File: config.mk
export PLATFORM = sky130hd
export DESIGN_NAME = bpc_port
export DESIGN_NICKNAME = d
export VERILOG_FILES = /design/src/logic/bpc_pkg.sv /design/src/logic/bpc_port.sv /design/src/logic/bpc_sync.sv /design/src/logic/bpc_change_detect.sv
export VERILOG_INCLUDE_DIRS = /design/src /design/src/logic
export SDC_FILE = /design/constraint.sdc
export NUM_CORES = 1
export LEC_CHECK = 0
export BUFFER_PORTS_ARGS = -buffer_cell sky130_fd_sc_hd__clkbuf_2
export CAP_MARGIN = 40
export CELL_PAD_IN_SITES_DETAIL_PLACEMENT = 1
export CELL_PAD_IN_SITES_GLOBAL_PLACEMENT = 1
export CORE_ASPECT_RATIO = 1.75
export CORE_MARGIN = 10
export CORE_UTILIZATION = 42
export CTS_CLUSTER_DIAMETER = 50
export CTS_CLUSTER_SIZE = 14
export DETAILED_ROUTE_END_ITERATION = 16
export GPL_TIMING_DRIVEN = 0
export PLACE_DENSITY_LB_ADDON = 0.1
export SLEW_MARGIN = 20
export SYNTH_ARGS = -nofsm -noshare
export SYNTH_HDL_FRONTEND = slang
export SYNTH_SLANG_ARGS = --single-unit
File: constraint.sdc
create_clock -name i_clk -period 2.9 [get_ports i_clk]
set_input_delay 0.58 -clock i_clk [delete_from_list [all_inputs] [get_ports i_clk]]
set_output_delay 0.58 -clock i_clk [all_outputs]
set_load 0.02 [all_outputs]
File: src/logic/bpc_regs.svh
// Function
// - eight-bit port, every pin separately usable as input or output.
// - direction bit 1 floats the pin; 0 drives it from the output latch.
// - port read returns pin levels; port write updates only the output latch.
// - port write samples pins, merges modified bits, stores result in latch.
// - clearing option bit 7 turns on all weak pull-ups together.
// - a pin set as output never has its pull-up on.
// - after power-on reset all pull-ups are off.
// - only upper four input pins take part in change detection.
// - inputs compared with value from last port read or write; mismatches ORed into flag.
// - change flag can wake the core from sleep.
// - mismatch keeps setting flag; any port read or write refreshes comparison value.
// - pin change in the cycle of a port read may be missed.
// - pin 0 also feeds the external interrupt input.
// - pins 6 and 7 carry serial programming clock and data in programming mode.
// - every reset sets direction and option to ones; latch kept on other resets.
`ifndef BPC_REGS_SVH
`define BPC_REGS_SVH

`define BPC_ADDR_PORT      8'h06
`define BPC_ADDR_OPTION    8'h81
`define BPC_ADDR_DIR       8'h86
`define BPC_ADDR_INTCTL    8'h0C

`define BPC_DIR_RESET      8'hFF
`define BPC_OPTION_RESET   8'hFF
`define BPC_LATCH_POR      8'h00
`define BPC_READ_ZERO      8'h00

`define BPC_OPT_PULLUP_N   7
`define BPC_INT_CHANGE     0
`define BPC_PIN_EXT_IRQ    0
`define BPC_PIN_PROG_CLOCK 6
`define BPC_PIN_PROG_DATA  7
`define BPC_CHANGE_LO      4
`define BPC_CHANGE_HI      7

`endif

File: src/logic/bpc_pkg.sv
package bpc_pkg;
    typedef logic [7:0] bpc_byte_type;
    typedef logic [3:0] bpc_nibble_type;
endpackage : bpc_pkg

File: src/logic/bpc_port.sv
`timescale 1ns/1ps
`include "bpc_regs.svh"
module bpc_port #(
    parameter int PORT_WIDTH = 8
) (
    input  wire logic              i_clk,
    input  wire logic              i_reset,
    input  wire logic              i_soft_reset,
    input  wire logic [7:0]        i_addr,
    input  wire logic              i_rd,
    input  wire logic              i_wr,
    input  wire bpc_pkg::bpc_byte_type i_wdata,
    input  wire bpc_pkg::bpc_byte_type i_wmask,
    output bpc_pkg::bpc_byte_type  o_rdata,
    input  wire bpc_pkg::bpc_byte_type i_pin_in,
    output bpc_pkg::bpc_byte_type  o_pin_out,
    output bpc_pkg::bpc_byte_type  o_pin_oe,
    output bpc_pkg::bpc_byte_type  o_pullup_en,
    output logic                   o_change_flag,
    output logic                   o_wake,
    output logic                   o_ext_irq_in,
    input  wire logic              i_prog_mode,
    input  wire logic              i_prog_data_out,
    input  wire logic              i_prog_data_oe,
    output logic                   o_prog_clock,
    output logic                   o_prog_data_in
);
    bpc_pkg::bpc_byte_type port_b_data;
    bpc_pkg::bpc_byte_type port_b_direction;
    bpc_pkg::bpc_byte_type core_option_config;
    bpc_pkg::bpc_byte_type pins;
    bpc_pkg::bpc_byte_type next_rdata;
    bpc_pkg::bpc_byte_type next_pin_out;
    bpc_pkg::bpc_byte_type next_pin_oe;
    logic                  port_hit;
    logic                  change_flag;
    logic                  change_clear;

    if (PORT_WIDTH != 8) begin : g_bad_width
        $error("bpc_port serves an eight-bit port only");
    end

    function automatic bpc_pkg::bpc_byte_type merge(input bpc_pkg::bpc_byte_type base,
                                                     input bpc_pkg::bpc_byte_type data,
                                                     input bpc_pkg::bpc_byte_type mask);
        merge = (base & ~mask) | (data & mask);
    endfunction : merge

    function automatic logic hit(input logic [7:0] addr, input logic [7:0] target);
        hit = (addr == target);
    endfunction : hit

    bpc_sync #(
        .WIDTH (PORT_WIDTH)
    ) u_pin_sync (
        .i_clk   (i_clk),
        .i_reset (i_reset),
        .i_async (i_pin_in),
        .o_sync  (pins)
    );

    assign port_hit     = hit(i_addr, `BPC_ADDR_PORT) && (i_rd || i_wr);
    // port access first, then flag clear, is the software order
    assign change_clear = i_wr && hit(i_addr, `BPC_ADDR_INTCTL)
                          && i_wmask[`BPC_INT_CHANGE]
                          && !i_wdata[`BPC_INT_CHANGE];

    bpc_change_detect u_change (
        .i_clk      (i_clk),
        .i_reset    (i_reset),
        .i_pins     (pins[`BPC_CHANGE_HI:`BPC_CHANGE_LO]),
        .i_dir      (port_b_direction[`BPC_CHANGE_HI:`BPC_CHANGE_LO]),
        .i_refresh  (port_hit),
        .i_clear    (change_clear),
        .o_flag     (change_flag),
        .o_mismatch ()
    );

    // latch is not touched by the soft reset
    always_ff @(posedge i_clk or posedge i_reset) begin
        if (i_reset) begin
            port_b_data <= `BPC_LATCH_POR;
        end else if (i_wr && hit(i_addr, `BPC_ADDR_PORT)) begin
            port_b_data <= merge(pins, i_wdata, i_wmask);
        end
    end

    always_ff @(posedge i_clk or posedge i_reset) begin
        if (i_reset) begin
            port_b_direction <= `BPC_DIR_RESET;
        end else if (i_soft_reset) begin
            port_b_direction <= `BPC_DIR_RESET;
        end else if (i_wr && hit(i_addr, `BPC_ADDR_DIR)) begin
            port_b_direction <= merge(port_b_direction, i_wdata, i_wmask);
        end
    end

    always_ff @(posedge i_clk or posedge i_reset) begin
        if (i_reset) begin
            core_option_config <= `BPC_OPTION_RESET;
        end else if (i_soft_reset) begin
            core_option_config <= `BPC_OPTION_RESET;
        end else if (i_wr && hit(i_addr, `BPC_ADDR_OPTION)) begin
            core_option_config <= merge(core_option_config, i_wdata, i_wmask);
        end
    end

    always_comb begin
        next_rdata = `BPC_READ_ZERO;
        if (hit(i_addr, `BPC_ADDR_PORT)) begin
            next_rdata = pins;
        end else if (hit(i_addr, `BPC_ADDR_DIR)) begin
            next_rdata = port_b_direction;
        end else if (hit(i_addr, `BPC_ADDR_OPTION)) begin
            next_rdata = core_option_config;
        end else if (hit(i_addr, `BPC_ADDR_INTCTL)) begin
            next_rdata[`BPC_INT_CHANGE] = change_flag;
        end
    end

    always_ff @(posedge i_clk or posedge i_reset) begin
        if (i_reset) begin
            o_rdata <= `BPC_READ_ZERO;
        end else if (i_rd) begin
            o_rdata <= next_rdata;
        end
    end

    // programming mode hands pin 7 to the programming logic and forces pin 6 to input
    always_comb begin
        next_pin_out = port_b_data;
        next_pin_oe  = ~port_b_direction;
        if (i_prog_mode) begin
            next_pin_out[`BPC_PIN_PROG_DATA] = i_prog_data_out;
            next_pin_oe[`BPC_PIN_PROG_DATA]  = i_prog_data_oe;
            next_pin_oe[`BPC_PIN_PROG_CLOCK] = 1'b0;
        end
    end

    always_ff @(posedge i_clk or posedge i_reset) begin
        if (i_reset) begin
            o_pin_out <= `BPC_LATCH_POR;
            o_pin_oe  <= ~`BPC_DIR_RESET;
        end else begin
            o_pin_out <= next_pin_out;
            o_pin_oe  <= next_pin_oe;
        end
    end

    // pull-ups follow the global enable but never fight a driven pin
    always_ff @(posedge i_clk or posedge i_reset) begin
        if (i_reset) begin
            o_pullup_en <= '0;
        end else begin
            o_pullup_en <= {8{~core_option_config[`BPC_OPT_PULLUP_N]}}
                           & port_b_direction & ~next_pin_oe;
        end
    end

    always_ff @(posedge i_clk or posedge i_reset) begin
        if (i_reset) begin
            o_change_flag <= 1'b0;
            o_wake        <= 1'b0;
        end else begin
            o_change_flag <= change_flag;
            o_wake        <= change_flag;
        end
    end

    always_ff @(posedge i_clk or posedge i_reset) begin
        if (i_reset) begin
            o_ext_irq_in   <= 1'b0;
            o_prog_clock   <= 1'b0;
            o_prog_data_in <= 1'b0;
        end else begin
            o_ext_irq_in   <= pins[`BPC_PIN_EXT_IRQ];
            o_prog_clock   <= i_prog_mode && pins[`BPC_PIN_PROG_CLOCK];
            o_prog_data_in <= i_prog_mode && pins[`BPC_PIN_PROG_DATA];
        end
    end
endmodule : bpc_port

File: src/logic/bpc_sync.sv
`timescale 1ns/1ps
module bpc_sync #(
    parameter int WIDTH = 8
) (
    input  wire logic             i_clk,
    input  wire logic             i_reset,
    input  wire logic [WIDTH-1:0] i_async,
    output logic      [WIDTH-1:0] o_sync
);
    logic [WIDTH-1:0] stage1;

    if (WIDTH < 1) begin : g_bad_width
        $error("bpc_sync width must be at least one");
    end

    // first stage is read only by the second
    always_ff @(posedge i_clk or posedge i_reset) begin
        if (i_reset) begin
            stage1 <= '0;
            o_sync <= '0;
        end else begin
            stage1 <= i_async;
            o_sync <= stage1;
        end
    end
endmodule : bpc_sync

File: src/logic/bpc_change_detect.sv
`timescale 1ns/1ps
module bpc_change_detect (
    input  wire logic                    i_clk,
    input  wire logic                    i_reset,
    input  wire bpc_pkg::bpc_nibble_type i_pins,
    input  wire bpc_pkg::bpc_nibble_type i_dir,
    input  wire logic                    i_refresh,
    input  wire logic                    i_clear,
    output logic                         o_flag,
    output logic                         o_mismatch
);
    bpc_pkg::bpc_nibble_type old_value;
    logic                    mismatch;

    // output pins masked out of the compare
    assign mismatch = |((i_pins ^ old_value) & i_dir);

    // a change landing in the refresh cycle is absorbed into the new value
    always_ff @(posedge i_clk or posedge i_reset) begin
        if (i_reset) begin
            old_value <= '0;
        end else if (i_refresh) begin
            old_value <= i_pins;
        end
    end

    always_ff @(posedge i_clk or posedge i_reset) begin
        if (i_reset) begin
            o_mismatch <= 1'b0;
        end else begin
            o_mismatch <= mismatch && !i_refresh;
        end
    end

    // set wins over clear so a short key press is not lost
    always_ff @(posedge i_clk or posedge i_reset) begin
        if (i_reset) begin
            o_flag <= 1'b0;
        end else if (mismatch && !i_refresh) begin
            o_flag <= 1'b1;
        end else if (i_clear) begin
            o_flag <= 1'b0;
        end
    end
endmodule : bpc_change_detect

==> results of run 1 <==
## per-stage QoR
step                      hold WS [ps]  total power, µW  instance area, µm²  TNS (ps)
after floorplan                    331             1300                3200         0
after global placement             332             1390                3690    -42810
after detailed placement           336             1400                3710         0
after CTS                          326             2430                3980         0
after global routing               337             2500                3980         0
final                              305             2390                3980         0
## state kept, by name (all words and copies together) (netlist names)
signal	cells
core_option_config	8
u_pin_sync.o_sync	8
o_wake	1
u_pin_sync.stage1	8
port_b_direction	8
o_pin_out	8
u_change.o_flag	1
o_prog_data_in	1
o_prog_clock	1
u_change.old_value	4
port_b_data	8
o_pin_oe	8
o_pullup_en	8
o_ext_irq_in	1
o_rdata	8
## path summary, 6_finish.rpt
path,endpoint,depth (start not counted)
max in group asynchronous,port_b_direction[7],3
worst min register to register,u_pin_sync.o_sync[4],0
worst max-delay path,port_b_data[5],5
worst min-delay path,port_b_data[1],2
worst max register to register,o_rdata[7],3
min in group i_clk,u_pin_sync.o_sync[4],0
## kinds of logic (layout without fill, tap and decap cells)
kind of cell	Yosys count	in the layout
flip-flops	81	81
multiplexers	35	35
buffers and inverters	22	114
AO/OA/AOI/OAI	42	42
XOR/XNOR	4	4
AND/OR/NAND/NOR	55	55
## cell type report
| class | count | share of cell area [%] |
|---|---|---|
| tap | 88 | 2.77 |
| buffer | 11 | 1.45 |
| clock inverter | 3 | 0.441 |
| timing repair buffer | 76 | 9.94 |
| inverter | 11 | 1.10 |
| clock buffer | 13 | 6.29 |
| multi-input combinational | 136 | 26.5 |
| sequential | 81 | 51.5 |
## power breakdown
group          leakage, µW  internal, µW  total (µW)  switching [µW]
Combinational     0.000823          72.6         184             112
Clock             0.000130           601        1020             421
Sequential         0.00101          1170        1190            19.9
## critical path: cells and delay by family
kind / cells / cell delay [ps]
simple gates: 3 / 1140
buf+inv: 1 / 90
mux: 1 / 380
## layout by cell type, fill, tap and decap left out, types with 2 or more instances in the layout
cell type   n
a21oi_1    14
a22oi_1     7
a311o_1     2
a311o_2     5
a311oi_1    3
a41oi_1     3
and2_1      2
buf_4       2
clkbuf_1   10
clkbuf_16   9
clkbuf_2   75
clkinv_2    2
dfrtp_1    65
dfstp_2    16
inv_1      10
mux2_2     29
mux2i_1     6
nand2_1     3
nand3_1     7
nor2_1     29
nor4bb_1    3
o22ai_1     2
xnor2_1     2
xor2_1      2
## per-layer routing
layer	wire length [µm]	share of wire [%]	up-vias	global-route usage (%)
met1	3020	37	1146	14.9
li1	-	-	1036	-
met4	238	2.9	0	7.26
met3	496	6.0	17	5.36
met5	0	0	-	0
met2	4460	54	68	25.5
==> key figures, run 1 <==
Run status
  – Status: finished, final reports clean

Finish
  – Final #Nets: approximately 370
  – Final Instance Count excl. Fillers: 419
  – Register area: 2050 µm²
  – P&R area growth vs syn: 24.2%
  – Ant diodes: 0
  – Fill cell count: 806
  – Final core occ: a little over half
  – Layout cells sized above 1: around 45%
  – Multi-input gate area: 1050 µm²

Synthesis
  – Mapped Area: 3200 µm²
  – Netlist cell types: 40
  – Post-synth top area share: approximately half
  – Syn nets: 279
  – Top cells by count, synth: 65 x dfrtp_1, 29 x mux2_2, 29 x nor2_1
  – Yosys top cell by area: dfrtp_1
  – Main combinational cell family by area after synthesis: multiplexers
  – Yosys warnings: 0
  – Syn avg cell area: 13.4 µm²
  – Number of synthesized flops with an enable pin: 0
  – Yosys reg bits: 81
  – Share of flip-flops with an asynchronous set or reset: 100%
  – Main synth FF type: dfrtp_1
  – Simple-gate share of the synthesized area: 10.1%
  – Mux cell area share after synthesis: between 10% and 20%
  – Synth Area in Compound Gates: under 10%
  – Sequential area share after synthesis: 64.0%
  – Cells after Synth: 239
  – Synth Area in XOR/XNOR: 1.09%
  – Cells taking the most area after synthesis: dfrtp_1 51%, dfstp_2 13%, mux2_2 10%, nor2_1 3.4%, a21oi_1 2.2%
  – Most frequent cell after synthesis: dfrtp_1
  – Adder and majority gate portion of the synthesized area: 0%

CTS
  – Post-CTS Setup Inserts: 0
  – Clock Latency Late Sink: 330 ps
  – CTS Hold Bufs: 0
  – TritonCTS clock tree: yes
  – Clk pin slew, worst setup/hold paths: 60 ps
  – Post-cts resize count: 0
  – Cts bufs inserted: 9
  – Bufs on Longest Clock Path: 2
  – Num Clock Sinks: between 80 and 90
  – H-tree levels: 3
  – CTS Root Cell: clkbuf_16

STA
  – Final setup fails: 0
  – Final Hold Vio Count: 0
  – Slew HR: 58.1%
  – Minimum clock period: 1980 ps
  – Final clock period utilization by the worst path: 68.3%
  – Final WS setup: 919 ps
  – Fmax: 505 MHz
  – Slew @ Worst Pin: 629 ps
  – Pins Over Slew Limit: 0
  – Final Skew: between 4 and 5 ps
  – Setup repair after global routing missed its margin: no

Critical path
  – R2r startpoint: core_option_config[7]
  – Critical-path top delay cell: or3_4
  – CP Max Fanout: 8
  – Worst Path Required: 3110 ps
  – Crit path launch: i_addr[5]
  – Worst setup EP type: flop
  – Crit-path max cell delay: roughly 420 ps
  – Worst-path cell chain: clkbuf_2, or3_4, nor2_2, nand3b_2, mux2_2
  – Setup CP Type: in2reg
  – Reg2Reg Setup Slack: 1500 ps
  – Arrival time at the worst endpoint: 2190 ps
  – Worst setup SP type: input port

Detailed routing
  – TritonRoute pass-1 iters: 4
  – Routed WL per cell: 19.6 µm
  – # DRC: 0
  – Initial DRC count: 100
  – Vias per inst: 5.41
  – Antenna viol nets, final: 0
  – Final wirelength: 8.22 mm
  – Vias: between 2000 and 2500

Place
  – HPWL after DPL: roughly 6 mm
  – Port Buffers: 75
  – Post-Place Worst Slack: approximately 540 ps
  – RePlAce Congestion: 0.849
  – DP Cell Count: 403

Floorplanning
  – # rows: 42
  – Die area: 11600 µm²
  – Chip width: 86.0 µm
  – Top Ports: between 70 and 80
  – Initial core utilization: a little over two fifths
  – Core area: around 7500 µm²
  – Chip Height: 135 µm

Global routing
  – First-pass GRT wire length: approximately 13 mm
  – Initial antenna violation count: 0
  – GRT Total Usage: 14.6%
  – Total grt overflow: 0
  – Largest net degree at the start of global routing: 46
  – Vias in the first global route: roughly 2500

Pwr
  – Worst VDD drop: 0.471 mV
  – Leak: ~0.0020 µW
  – Pwr dens: 602 nW/µm²

Min path
  – Worst hold path type: in2async

Run
  – Max-cap viol count: 0
(Power assumes the default switching activity.)
==> run 2: changes to the inputs <==
- ABC_AREA: not set -> 1
- CORE_UTILIZATION: 42 -> 40
- clock period: 2.9 -> 2.1 ns (I/O delays scaled with it)
==> key figures, run 2 <==
Critical path
  – Critical-path top delay cell: dfstp_2
  – Setup CP Type: reg2reg
  – Worst setup EP type: flop
  – Cell mode on critical path: nor2_1
  – WP buf/inv: 2 (+1)
  – Crit-path max cell delay: 510 ps (+90 ps)
  – Arrival time at the worst endpoint: 1760 ps (-430 ps)
  – CP delay by family, top: buffers and inverters
  – CP Max Fanout: 9 (+1)
  – Worst-path cell chain: clkbuf_1, inv_1, o21ai_0, nor2_1, nor2_1
  – Worst setup SP type: flop
  – Worst Path Required: 2350 ps (-760 ps)

STA
  – Slew HR: 53.1% (-5.0 points)
  – Pins Over Slew Limit: 0 (unchanged)
  – Final clock period utilization by the worst path: 71.9%
  – Fmax: 663 MHz
  – Final setup fails: 0 (unchanged)
  – Final Hold Vio Count: 0 (unchanged)
  – Final Skew: 5.02 ps (+0.972 ps)
  – Slew @ Worst Pin: 702 ps (+73.7 ps)
  – Total negative slack: 0 ps (unchanged)
  – Setup repair after global routing missed its margin: no
  – Minimum clock period: 1510 ps

Synthesis
  – Number of synthesized flops with an enable pin: 0 (unchanged)
  – Cells taking the most area after synthesis: dfrtp_1 50%, dfstp_2 13%, nand2_1 6.9%, nor2_1 5.2%, inv_1 4.1%
  – Main combinational cell family by area after synthesis: simple AND/OR/NAND/NOR gates
  – Post-synth top area share: 49.8% (-1.0 points)
  – Synth Area in XOR/XNOR: 0% (-1.1 points)
  – Mux cell area share after synthesis: 0% (-12 points)
  – Most frequent cell after synthesis: dfrtp_1
  – Main synth FF type: dfrtp_1
  – Adder and majority gate portion of the synthesized area: 0% (unchanged)
  – Share of flip-flops with an asynchronous set or reset: 100% (unchanged)
  – Yosys top cell by area: dfrtp_1
  – Cells after Synth: 326 (+36%)
  – Syn avg cell area: 10.0 µm² (-25%)
  – Syn nets: 366 (+31%)
  – Top cells by count, synth: 65 x dfrtp_1, 60 x nand2_1, 45 x nor2_1
  – Sequential area share after synthesis: 62.7% (-1.3 points)
  – Yosys reg bits: 81 (unchanged)
  – Synth Area in Compound Gates: 13.9% (+4.2 points)
  – Simple-gate share of the synthesized area: 17.5% (+7.3 points)
  – Netlist cell types: 25 (-38%)
  – Yosys warnings: 0 (unchanged)
  – Mapped Area: 3270 µm² (+2.0%)

Floorplanning
  – Initial core utilization: 41.0% (-1.6 points)
  – Chip width: 88.3 µm (+2.7%)
  – Top Ports: 77 (unchanged)
  – Chip Height: 140 µm (+3.0%)
  – # rows: 43 (+2.4%)
  – Die area: 12300 µm² (+5.8%)
  – Core area: 7960 µm² (+6.0%)

Finish
  – P&R area growth vs syn: 25.9%
  – Ant diodes: 0 (unchanged)
  – Most common cell after layout, fill and taps aside: clkbuf_2
  – Final #Nets: 455 (+24%)
  – Layout cells sized above 1: 30.2% (-15 points)
  – Final Instance Count excl. Fillers: 510 (+22%)
  – Fill cell count: 939 (+17%)
  – Most frequent cells in the layout: 76 x clkbuf_2, 65 x dfrtp_1, 60 x nand2_1, 45 x nor2_1, 35 x inv_1
  – Final core occ: 51.6% (-1.3 points)
  – Post-route design area: 4110 µm² (+3.4%)

CTS
  – CTS Hold Bufs: 0 (unchanged)
  – CTS Root Cell: clkbuf_16
  – H-tree levels: 3 (unchanged)
  – Cts bufs inserted: 9 (unchanged)
  – Post-CTS Setup Inserts: 0 (unchanged)
  – TritonCTS clock tree: yes
  – Clk pin slew, worst setup/hold paths: 60 ps (about the same)
  – Num Clock Sinks: 81 (unchanged)
  – Bufs on Longest Clock Path: 2 (unchanged)
  – Post-cts resize count: 0 (unchanged)
  – Clock Latency Late Sink: 330 ps (about the same)

Global routing
  – First-pass GRT wire length: 14.4 mm (+9.5%)
  – GRT Total Usage: 15.3% (+0.63 points)
  – Initial antenna violation count: 0 (unchanged)
  – Vias in the first global route: 2894 (+14%)
  – Total grt overflow: 0 (unchanged)
  – Largest net degree at the start of global routing: 35 (-24%)

Pwr
  – Worst VDD drop: 0.616 mV (+31%)
  – Leak: 0.00217 µW (+10%)
  – Internal power: 2840 µW (+54%)
  – Seq pwr share: 46.4% (-3.2 points)
  – Pwr dens: 923 nW/µm² (+53%)
  – Switching share of power: 25.1% (+2.0 points)
  – Clock power frac: 41.2% (-1.5 points)
  – Logic gate share of total power: 12.4% (+4.7 points)
  – NetSw: 951 µW (+72%)

Place
  – RePlAce Congestion: 0.811 (-4.4%)
  – Port Buffers: 76 (+1.3%)
  – Dpl cell area: 3810 µm² (+2.7%)
  – DP Cell Count: 494 (+23%)
  – HPWL after DPL: 6.78 mm (+13%)

Detailed routing
  – TritonRoute pass-1 iters: 4 (unchanged)
  – Vias per inst: 5.03 (-7.0%)
  – Final wirelength: 8.83 mm (+7.4%)
  – Antenna viol nets, final: 0 (unchanged)
  – Vias: 2566 (+13%)
  – Initial DRC count: 104 (+4.0%)
  – # DRC: 0 (unchanged)
  – Routed WL per cell: 17.3 µm (-12%)

Min path
  – Worst hold path type: in2async

Run
  – Max-cap viol count: 0 (unchanged)

Run status
  – Status: finished, final reports clean
-- run 2: stage by stage --
stage,hold slack (ps),total power [µW],setup slack (ps)
after floorplan,331,2060,763
after global routing,183,3980,463
final,177,3790,591
after CTS,181,3840,565
after detailed placement,336,2270,353
after global placement,332,2240,212
-- run 2: worst paths after layout --
check | slack (ps) | cells past startpoint | from | end
setup reg to reg | 590 | 5 | core_option_config[7] | o_rdata[7]
setup / recovery | 590 | 5 | core_option_config[7] | o_rdata[7]
min in group i_clk | 190 | 1 | i_pin_in[7] | u_pin_sync.stage1[7]
hold / removal | 180 | 2 | i_reset | o_pin_oe[0]
max in group asynchronous | 1260 | 3 | i_reset | core_option_config[7]
hold reg to reg | 350 | 0 | u_pin_sync.stage1[6] | u_pin_sync.o_sync[6]
-- run 2: worst reg2reg max path, stage by stage, from the launching register on --
cell	delay [ps]
dfstp_2	510
clkbuf_1	420
inv_1	150
o21ai_0	190
nor2_1	60
nor2_1	110
-- run 2: logic make-up (layout without fill, tap and decap cells) --
group,count (synthesis),count (layout)
buffers and inverters,45,139
AOI/OAI and AO/OA,74,74
DFF,81,81
and+or+nand+nor,126,126
-- run 2: area by class of cell --
class                   count  area, µm²  area share, %
multi-input cells         200       1020           24.9
plain buffers               7       52.6           1.28
well taps                  90        113           2.74
clock buffers              13        260           6.33
flip-flops and latches     81       2050           49.8
clock inverters             3       40.0          0.974
inverters                  38        146           3.56
repair buffers             78        428           10.4
-- run 2: routing by layer --
metal | wire length (µm) | part of all wire (%) | GRT usage [%]
met5 | 0 | 0 | 0
met4 | 155 | 1.8 | 5.39
met3 | 490 | 5.6 | 4.32
met2 | 4730 | 54 | 26.5
met1 | 3450 | 39 | 17.0
-- run 2: power groups by stage --
stage               logic, µW  registers [µW]  clock network, µW
finish                    471            1760               1560
global route              529            1770               1680
CTS                       483            1760               1600
detailed placement        479            1790                  0
global placement          455            1780                  0
floorplan                 208            1850                  0
==> run 3: changes to the inputs <==
- CORE_UTILIZATION: 40 -> 36
- clock period: 2.1 -> 1.2 ns (I/O delays scaled with it)
==> key figures, run 3 (synthesis gave the netlist of run 2 again) <==
STA
  – Pins Over Slew Limit: 0 (unchanged)
  – Final Hold Vio Count: 7 (+7)
  – Total negative slack: 0 ps (unchanged)
  – Minimum clock period: 1130 ps
  – Slew HR: 53.8% (+0.76 points)
  – Fmax: 885 MHz
  – Final clock period utilization by the worst path: around 94%
  – Final setup fails: 0 (unchanged)
  – Min Hold Slack: -19.1 ps (-196 ps)
  – Slew @ Worst Pin: 691 ps (-11.4 ps)
  – Final WS setup: 69.6 ps (-521 ps)
  – Final Skew: 6.28 ps (+1.26 ps)

Finish
  – Ant diodes: 0 (unchanged)
  – Layout cells sized above 1: 33.6% (+3.4 points)
  – Register area: 2050 µm² (unchanged)
  – Final #Nets: 472 (+3.7%)
  – Final Instance Count excl. Fillers: 554 (+8.6%)
  – Most frequent cells in the layout: 75 x clkbuf_2, 65 x dfrtp_1, 60 x nand2_1, 45 x nor2_1, 31 x inv_1
  – Multi-input gate area: 1030 µm² (+1.1%)
  – Most common cell after layout, fill and taps aside: clkbuf_2
  – P&R area growth vs syn: 30.8%
  – Fill cell count: 1047 (+12%)

Run status
  – Failing checks: negative hold slack
  – Status: complete, but fails checks

Critical path
  – Setup CP Type: reg2out
  – Crit-path max cell delay: 380 ps (-130 ps)
  – Arrival time at the worst endpoint: 890 ps (-870 ps)
  – Worst Path Required: 960 ps (-1390 ps)
  – CP delay by family, top: flip-flops
  – CP Max Fanout: 2 (-7)
  – Critical-path top delay cell: dfrtp_1
  – Worst setup SP type: flop
  – Worst-path cell chain: clkbuf_2
  – Worst setup EP type: primary output
  – WP buf/inv: 1 (-1)

Global routing
  – Busiest grt layer: met2
  – Vias in the first global route: 2866 (-0.97%)
  – Grt met1 use: 14.6% (-2.4 points)
  – Met2 usage: 24.9% (-1.6 points)
  – Largest net degree at the start of global routing: 33 (-5.7%)
  – Total grt overflow: 0 (unchanged)
  – GRT Total Usage: 14.0% (-1.3 points)
  – Grt met3 use: 3.66% (-0.66 points)
  – Initial antenna violation count: 0 (unchanged)
  – First-pass GRT wire length: 14.7 mm (+1.7%)

Detailed routing
  – Antenna viol nets, final: 0 (unchanged)
  – TritonRoute pass-1 iters: 4 (unchanged)
  – Vias: 2612 (+1.8%)
  – Initial DRC count: 76 (-27%)
  – Final wirelength: 9.00 mm (+1.9%)
  – # DRC: 0 (unchanged)
  – Vias per inst: 4.71 (-6.3%)
  – Routed WL per cell: 16.2 µm (-6.1%)

Floorplanning
  – Core area: 8780 µm² (+10%)
  – Initial core utilization: 37.2% (-3.8 points)
  – Top Ports: 77 (unchanged)
  – # rows: 45 (+4.7%)
  – Die area: 13400 µm² (+9.0%)
  – Chip width: 92.0 µm (+4.2%)
  – Chip Height: 146 µm (+4.6%)

CTS
  – Bufs on Longest Clock Path: 2 (unchanged)
  – TritonCTS clock tree: yes
  – Clock Latency Late Sink: 340 ps (about the same)
  – Num Clock Sinks: 81 (unchanged)
  – CTS Root Cell: clkbuf_16
  – Cts bufs inserted: 9 (unchanged)
  – Clk pin slew, worst setup/hold paths: 60 ps (about the same)
  – H-tree levels: 3 (unchanged)

Place
  – Port Buffers: 76 (unchanged)
  – DP Cell Count: 521 (+5.5%)
  – Post-Place Worst Slack: -410 ps (-764 ps)
  – HPWL after DPL: 6.85 mm (+0.98%)
  – RePlAce Congestion: 0.825 (+1.8%)

Min path
  – Worst hold path type: in2async

Pwr
  – Leak: 0.00223 µW (+3.1%)
  – Worst VDD drop: 0.883 mV (+43%)
  – Pwr dens: 1510 nW/µm² (+63%)

Run
  – Max-cap viol count: 0 (unchanged)
## run 3: cell count changes in the layout (fill, tap and decap cells not counted), moves of 2 or more
cell           before  now
dlygate4sd3_1       0    4
a21oi_2             0    2
inv_1              35   31
buf_4               1   15
a21oi_1            10    8
o21ai_0            21   19
inv_2               1    5
## run 3: final timing paths
path,to,cells past startpoint,slack (ps),from
min in group i_clk,u_pin_sync.stage1[4],1,10,i_pin_in[4]
worst max-delay path,o_rdata[5],1,70,o_rdata[5]
worst min-delay path,o_pin_oe[0],2,-20,i_reset
worst min register to register,u_pin_sync.o_sync[0],0,350,u_pin_sync.stage1[0]
worst max register to register,u_change.o_flag,6,70,port_b_direction[4]
max in group asynchronous,port_b_direction[6],3,560,i_reset
## run 3: layer usage
layer	share of wire [%]	vias up	wire length, µm
met3	4.4	14	399
met2	54	52	4870
li1	-	1258	-
met1	40	1288	3560
met4	2.0	0	178
met5	0	-	0
## run 3: final cells by class
type,count,area share [%]
sequential,81,47.9
multi-input combinational,200,24.2
timing repair buffer,97,13.8
clock buffer,13,5.86
inverter,38,3.43
tap,117,3.43
buffer,5,0.966
clock inverter,3,0.410
## run 3: through the flow
| step | util, % | area, µm² | power [µW] |
|---|---|---|---|
| global placement | 43.2 | 3800 | 3920 |
| floorplan | - | 3270 | 3600 |
| detailed placement | 43.8 | 3840 | 3970 |
| global route | 48.6 | 4270 | 6760 |
| CTS | 47.5 | 4180 | 6500 |
| finish | 48.6 | 4270 | 6450 |
## run 3: power breakdown
part	switching [µW]	total (µW)	internal, µW
Clock	1050	2500	1450
Sequential	93.9	3080	2990
Combinational	559	862	303
Total	1700	6450	4740
## run 3: what timing repair did
item	CTS	global route
cloned	0	0
pin swaps	2	4
setup endpoints to repair	11	17
resized for setup	3	8
endpoints found under the hold margin	3	1
hold buffers	3	1
buffers inserted	5	10
## run 3: worst register-to-register path, delay by kind of cell, from the launching register on
| family | cells | cell delay (ps) |
|---|---|---|
| flip-flops | 1 | 530 |
| buffers and inverters | 1 | 70 |
| AO/OA/AOI/OAI | 2 | 190 |
| AND/OR/NAND/NOR | 3 | 270 |
